## config.mk

```make
export PLATFORM = sky130hd
export DESIGN_NAME = qed_quad_reg
export DESIGN_NICKNAME = d
export VERILOG_FILES = /design/src/rtl/qed_pkg.sv /design/src/rtl/qed_pin_sync.sv /design/src/rtl/qed_quad_reg.sv
export SDC_FILE = /design/constraint.sdc
export NUM_CORES = 1
export LEC_CHECK = 0
export ABC_CLOCK_PERIOD_IN_PS = 800
export BUFFER_PORTS_ARGS = -buffer_cell sky130_fd_sc_hd__buf_2
export CORE_MARGIN = 3
export CORE_UTILIZATION = 48
export CTS_BUF_LIST = sky130_fd_sc_hd__clkbuf_16
export DETAILED_ROUTE_END_ITERATION = 10
export PLACE_DENSITY = 0.84
export SYNTH_ARGS = -nofsm -noshare
export SYNTH_HDL_FRONTEND = slang
export SYNTH_SLANG_ARGS = --single-unit
```

## constraint.sdc

```tcl
create_clock -name clock_i -period 0.8 [get_ports clock_i]
set_input_delay 0.08 -clock clock_i [delete_from_list [all_inputs] [get_ports clock_i]]
set_output_delay 0.08 -clock clock_i [all_outputs]
set_load 0.02 [all_outputs]
```

## src/rtl/qed_pkg.sv

```systemverilog
// Purpose: Shared constants for the quad edge register with common clear
// Assumes: One 50 MHz system clock, synchronous active-high reset
// Notes:   Pin-side levels pass a three-stage filter before use
package qed_pkg;

  // Number of storage elements
  localparam int unsigned QED_CHANNELS = 4;

  // Clock rate in kHz, kept for derived timing figures
  localparam int unsigned QED_CLK_KHZ = 50000;

  // Stored bits after reset or clear: true low, inverted high
  localparam logic QED_TRUE_RESET = 1'h0;
  localparam logic QED_INV_RESET  = 1'h1;

  // Filter reset levels: capture clock idles high, clear asserted
  localparam logic QED_CLK_IDLE   = 1'h1;
  localparam logic QED_CLR_IDLE   = 1'h0;
  localparam logic QED_DATA_IDLE  = 1'h0;

endpackage : qed_pkg

```

## src/rtl/qed_pin_sync.sv

```systemverilog
// Purpose: Three-flop synchroniser with agreement filter for pin levels
// Assumes: Inputs are asynchronous to clock_i
// Notes:   Filtered level moves only when stages two and three agree
`timescale 1ns/1ps
`default_nettype none

module qed_pin_sync #(
  parameter int unsigned WIDTH      = 1,
  parameter logic        IDLE_LEVEL = 1'h0
) (
  // Clock and reset
  input  wire logic             clock_i,
  input  wire logic             reset_i,
  // Pin side
  input  wire logic [WIDTH-1:0] pin_i,
  // Filtered level
  output logic      [WIDTH-1:0] level_o
);

  generate
    if (WIDTH < 1)
    begin : g_bad_width
      $error("qed_pin_sync: WIDTH must be at least 1");
    end
  endgenerate

  genvar b;
  generate
    for (b = 0; b < WIDTH; b++)
    begin : g_bit
      logic stage1_r;
      logic stage2_r;
      logic stage3_r;
      logic level_r;

      // First stage feeds only the second stage
      always_ff @(posedge clock_i)
      begin
        if (reset_i)
        begin
          stage1_r <= IDLE_LEVEL;
          stage2_r <= IDLE_LEVEL;
          stage3_r <= IDLE_LEVEL;
        end
        else
        begin
          stage1_r <= pin_i[b];
          stage2_r <= stage1_r;
          stage3_r <= stage2_r;
        end
      end

      // Accept a change only once two settled stages agree
      always_ff @(posedge clock_i)
      begin
        if (reset_i)
        begin
          level_r <= IDLE_LEVEL;
        end
        else if (stage2_r == stage3_r)
        begin
          level_r <= stage3_r;
        end
      end

      assign level_o[b] = level_r;
    end
  endgenerate

endmodule // qed_pin_sync

`default_nettype wire

```

## src/rtl/qed_quad_reg.sv

```systemverilog
// Purpose: Four edge-captured storage bits with shared capture clock and clear
// Assumes: Capture clock, clear and data arrive on pins, asynchronous to clock_i
// Notes:   Pin rates must stay well below clock_i; every pin sees equal latency
//          Outputs move five clock_i edges after a capture clock pin rises
//          Clear acts five edges after its pin falls, not at once as on a plain flop
//          Pulses shorter than two cycles on any pin may be lost in the filter
//          Data should stand three cycles before a capture rise and one after
//          Reset needs only one cycle: it loads every filter stage directly
//          Clear and a capture rise in the same filtered cycle: clear wins
//
// Function
// - Each capture clock rising edge while clear is high stores all four data inputs and shows them.
// - One common capture clock and one common clear serve all four elements.
// - Clear low forces true outputs low and inverted outputs high.
// - Each element drives a true output and its exact complement.
// - Clear high: after a rising edge, outputs follow the sampled data level.
`timescale 1ns/1ps
`default_nettype none

module qed_quad_reg
#(
  parameter int unsigned CHANNELS = qed_pkg::QED_CHANNELS
) (
  // System clock and reset
  input  wire logic                clock_i,
  input  wire logic                reset_i,
  // Pin-side controls
  input  wire logic                capture_clock_i,
  input  wire logic                common_clear_n_i,
  // Pin-side data
  input  wire logic [CHANNELS-1:0] sample_inputs_i,
  // Stored outputs
  output logic      [CHANNELS-1:0] true_outputs_o,
  output logic      [CHANNELS-1:0] inverted_outputs_o
);

  import qed_pkg::*;

  generate
    if (CHANNELS < 1)
    begin : g_bad_channels
      $error("qed_quad_reg: CHANNELS must be at least 1");
    end
  endgenerate

  // Both reset levels equal would leave the pair equal, not complementary, after clear
  generate
    if (QED_TRUE_RESET == QED_INV_RESET)
    begin : g_bad_reset_pair
      $error("qed_quad_reg: reset levels of the two outputs must differ");
    end
  endgenerate

  // A low clock idle would turn a high pin at release into a false capture
  generate
    if (!QED_CLK_IDLE)
    begin : g_bad_clk_idle
      $error("qed_quad_reg: capture clock filter must idle high");
    end
  endgenerate

  // Clear starts asserted so nothing is stored before the pin is seen
  generate
    if (QED_CLR_IDLE)
    begin : g_bad_clr_idle
      $error("qed_quad_reg: clear filter must idle asserted");
    end
  endgenerate

  // Filtered pin levels
  logic                clk_level;
  logic                clr_n_level;
  logic [CHANNELS-1:0] data_level;

  // Edge detect and control decode
  logic                clk_prev_r;
  logic                capture_rise;
  logic                clear_now;
  logic                capture_now;

  // Data and controls share one filter depth, so their relative timing
  // at the pins is preserved inside
  // Single capture clock filter
  qed_pin_sync #(
    .WIDTH      (1),
    .IDLE_LEVEL (QED_CLK_IDLE)
  ) u_clk_sync (
    .clock_i (clock_i),
    .reset_i (reset_i),
    .pin_i   (capture_clock_i),
    .level_o (clk_level)
  );

  qed_pin_sync #(
    .WIDTH      (1),
    .IDLE_LEVEL (QED_CLR_IDLE)
  ) u_clr_sync (
    .clock_i (clock_i),
    .reset_i (reset_i),
    .pin_i   (common_clear_n_i),
    .level_o (clr_n_level)
  );

  // All data pins share one filter
  qed_pin_sync #(
    .WIDTH      (CHANNELS),
    .IDLE_LEVEL (QED_DATA_IDLE)
  ) u_data_sync (
    .clock_i (clock_i),
    .reset_i (reset_i),
    .pin_i   (sample_inputs_i),
    .level_o (data_level)
  );

  // Previous level resets high so a clock already high is no false edge
  always_ff @(posedge clock_i)
  begin
    if (reset_i)
    begin
      clk_prev_r <= QED_CLK_IDLE;
    end
    else
    begin
      clk_prev_r <= clk_level;
    end
  end

  assign capture_rise = clk_level & ~clk_prev_r;

  always_comb
  begin
    clear_now = 1'h0;
    if (!clr_n_level)
    begin
      clear_now = 1'h1;
    end
  end

  always_comb
  begin
    capture_now = 1'h0;
    if (capture_rise && !clear_now)
    begin
      capture_now = 1'h1;
    end
  end

  genvar ch;
  generate
    for (ch = 0; ch < CHANNELS; ch++)
    begin : g_elem
      // Stored bit and its complement
      logic true_r;
      logic true_nxt;
      logic inv_r;
      logic inv_nxt;

      always_comb
      begin
        true_nxt = true_r;
        if (clear_now)
        begin
          true_nxt = QED_TRUE_RESET;
        end
        else if (capture_now)
        begin
          true_nxt = data_level[ch];
        end
      end

      always_comb
      begin
        inv_nxt = inv_r;
        if (clear_now)
        begin
          inv_nxt = QED_INV_RESET;
        end
        else if (capture_now)
        begin
          inv_nxt = ~data_level[ch];
        end
      end

      always_ff @(posedge clock_i)
      begin
        if (reset_i)
        begin
          true_r <= QED_TRUE_RESET;
        end
        else
        begin
          true_r <= true_nxt;
        end
      end

      // Own flop for the complement so both outputs switch on one edge
      always_ff @(posedge clock_i)
      begin
        if (reset_i)
        begin
          inv_r <= QED_INV_RESET;
        end
        else
        begin
          inv_r <= inv_nxt;
        end
      end

      assign true_outputs_o[ch]     = true_r;
      assign inverted_outputs_o[ch] = inv_r;
    end
  endgenerate

endmodule // qed_quad_reg

`default_nettype wire

```

==> flow_metrics.env <==
export IMPL_hold_depth=2
export IMPL_crit_path_top_delay_cell="dfxtp_1"
export IMPL_overflow=0
export IMPL_max_cap_viol_count=0
export IMPL_core_mm2=0.002042
export IMPL_ys_ff_latch=33
export IMPL_r2r_setup_slack_ns=-0.09
export IMPL_syn_num_nets=113
export IMPL_status="complete, but fails checks"
export IMPL_wl_per_cell_um=10.83
export IMPL_finClkSkew_ns=0.001710
export IMPL_min_delay_start="sample_inputs_i[3]"
export IMPL_clock_sinks=33
export IMPL_wirelength_um=1635
export IMPL_drtAntennaViolNets=0
export IMPL_syn_cell_area_mm2=0.001082
export IMPL_via_count=706
export IMPL_row_count=16
export IMPL_gp_congestion=0.6649
export IMPL_r2r_start="clk_prev_r"
export IMPL_grt_pass1_vias=654
export IMPL_power_switching_mw=0.6262
export IMPL_io_pins=16
export IMPL_finalCritPeriodShare_pct=111.2
export IMPL_reg2reg_depth=3
export IMPL_critPathTopFamily="simple AND/OR/NAND/NOR gates"
export IMPL_fmax_mhz=1124
export IMPL_grt_max_degree=12
export IMPL_die_y_um=53.49
export IMPL_die_x_um=53.49
export IMPL_switching_share_pct=18.03
export IMPL_antenna_diode_count=0
export IMPL_grt_use_total_pct=14.49
export IMPL_worst_pin_slew_ns=0.2506
export IMPL_p_clk_share_pct=48.6
export IMPL_combPwrFrac_pct=2.6
export IMPL_numCtsBuffers=5
export IMPL_finalPower_mw=3.472
export IMPL_clk_pin_slew_ns=0.05
export IMPL_area_growth_pct=29.13
export IMPL_period_minus_slack_ns=0.8898
export IMPL_pwr_density_cell_mw_per_mm2=2484
export IMPL_synth_area_leaders="dfxtp_1 (61%), nor2b_1 (6.9%), buf_4 (6.2%), nand2_1 (5.2%), a21oi_1 (4.6%)"
export IMPL_layout_setup_ws_ns=-0.08979
export IMPL_hold_path_class="in2reg"
export IMPL_critPathArrivalTime_ns=1.05
export IMPL_layout_drive_gt1_share_pct=32.26
export IMPL_syn_inst=105
export IMPL_netlist_area_leader_share_pct=61.04
export IMPL_pre_cts_slack_ns=-0.2025
export IMPL_setup_viol=7
export IMPL_seqPwrFrac_pct=48.9
export IMPL_avgSynthCellArea_um2=10.31
export IMPL_critical_path_max_fanout=4
export IMPL_violations="setup timing"
export IMPL_synth_cell_types=16
export IMPL_fin_nets=132
export IMPL_timing_rr_end="g_elem[0].inv_r"
export IMPL_root_buffer="clkbuf_16"
export IMPL_detail_route_iter0_violations=9
export IMPL_worstSetupPathType="reg2reg"
export IMPL_maxSlewHeadroom_pct=83.29
export IMPL_yosysTopAreaCell="dfxtp_1"
export IMPL_route_detailed_drc=0
export IMPL_port_buffers=15
export IMPL_cp_end_kind="flip-flop"
export IMPL_cp_slowest_stage_delay_ns=0.30
export IMPL_grt_pass1_wl_um=2732
export IMPL_cts_htree_levels=2
export IMPL_report_final_slew_viol_count=0
export IMPL_clkLatencyLatePin_ns=0.27
export IMPL_yosysWarnings=0
export IMPL_first_pass_iters=4
export IMPL_holdPathEnd="u_data_sync.g_bit[3].stage1_r"
export IMPL_cts_tree="built"
export IMPL_startpoint_type="flip-flop"
export IMPL_clockBufferDepth=2
export IMPL_rsz0062_at_grt="true"
export IMPL_fill_cells=163
export IMPL_hold_viol=0
export IMPL_p_int_mw=2.846
export IMPL_dieArea_mm2=0.002861
export IMPL_hpwl_um=1093
export IMPL_vias_per_cell=4.675
export IMPL_power_leakage_nw=0.5778
export IMPL_path_cells="and2b_4 > nand2_2 > a21o_1"
export IMPL_initial_core_util_pct=53.00
export IMPL_vdd_drop_max_mv=1.801
export IMPL_worst_path_buf_inv=0
export IMPL_synth_seq_area_share_pct=61.04
export IMPL_required_ns=0.96
export IMPL_antenna_found_initial=0
per-layer routing:
layer	track usage (%)	share of wire [%]
met2	22.04	50
met5	0	0
met3	7.606	6.2
met4	10.21	2.1
met1	15.10	42
through the flow:
step           hold slack, ns  TNS (ns)  util [%]  cells  cell area, um2
2_1_floorplan          0.1516  -0.07329         -    105            1084
5_1_grt              0.008316   -0.7732     68.44    151            1398
3_5_place_dp           0.2663    -1.023     56.74    141            1159
6_report              0.01492   -0.2916     68.44    151            1398
3_3_place_gp           0.2640   -0.5960     56.74    141            1159
4_1_cts              0.006389   -0.2850     67.46    150            1378
power groups by stage:
| stage | Sequential (mW) | Clock [mW] | Combinational (mW) |
|---|---|---|---|
| final | 1.70 | 1.69 | 0.0898 |
| after global routing | 1.70 | 1.83 | 0.103 |
| after global placement | 1.73 | 0 | 0.0829 |
| after detailed placement | 1.73 | 0 | 0.0864 |
| after floorplan | 1.73 | 0 | 0.0431 |
| after CTS | 1.70 | 1.73 | 0.0907 |
state kept, by name (all words and copies together) (netlist names), 4 cells and up:
signal and flops:
u_data_sync.g_bit.stage2_r 4, u_data_sync.g_bit.stage3_r 4, u_data_sync.g_bit.stage1_r 4, u_data_sync.g_bit.level_r 4, g_elem.inv_r 4, g_elem.true_r 4
area by class of cell:
cell class | instances | area [um2] | area share, %
Multi-Input combinational cell | 61 | 350.3 | 25.07
Tap cell | 27 | 33.78 | 2.417
Timing Repair Buffer | 23 | 206.4 | 14.77
Clock buffer | 5 | 125.1 | 8.953
Clock inverter | 2 | 7.507 | 0.5372
Sequential cell | 33 | 674.4 | 48.25
Yosys cell counts:
cell type / count
and2b_1: 4
a21o_1: 2
nand2b_1: 4
dfxtp_1: 33
buf_4: 9
buf_2: 1
and2b_4: 1
nand2_1: 15
o211ai_1: 2
o21bai_1: 1
o21ai_0: 5
nor2_1: 1
buf_6: 1
or2_1: 4
nor2b_1: 12
a21oi_1: 10
placed cells by master, fill, tap and decap left out, types with 5 or more instances in the layout:
cell and instances:
nor2b_1 12, dfxtp_1 24, clkbuf_16 5, dfxtp_2 8, buf_4 5, o21ai_0 5
buf_6 9, buf_2 7, a21oi_1 10, nand2_1 13
worst max path at each step:
| stage | from | end | slack [ns] | cells after the start |
|---|---|---|---|---|
| finish | clk_prev_r | g_elem[0].inv_r | -0.09 | 3 |
| detailed placement | clk_prev_r | g_elem[0].inv_r | -0.20 | 3 |
| global route | clk_prev_r | g_elem[0].inv_r | -0.13 | 3 |
| CTS | clk_prev_r | g_elem[1].inv_r | -0.1 | 3 |
| floorplan | clk_prev_r | g_elem[0].inv_r | -0.04 | 4 |
| global placement | clk_prev_r | g_elem[1].inv_r | -0.13 | 3 |
cell families after synthesis:
group	synth area share [%]
DFF	61.04
buffers and inverters	7.745
AOI/OAI and AO/OA	10.40
and+or+nand+nor	20.81
repair_timing:
item / 4_1_cts / 5_1_grt
buffers inserted: 1 / 1
pin swaps: 1 / 3
endpoints found under the setup margin: 16 / 18
hold endpoints to repair: 1 / 0
resized for setup: 26 / 5
hold buffers: 1 / 0
(Power assumes the default switching activity.)
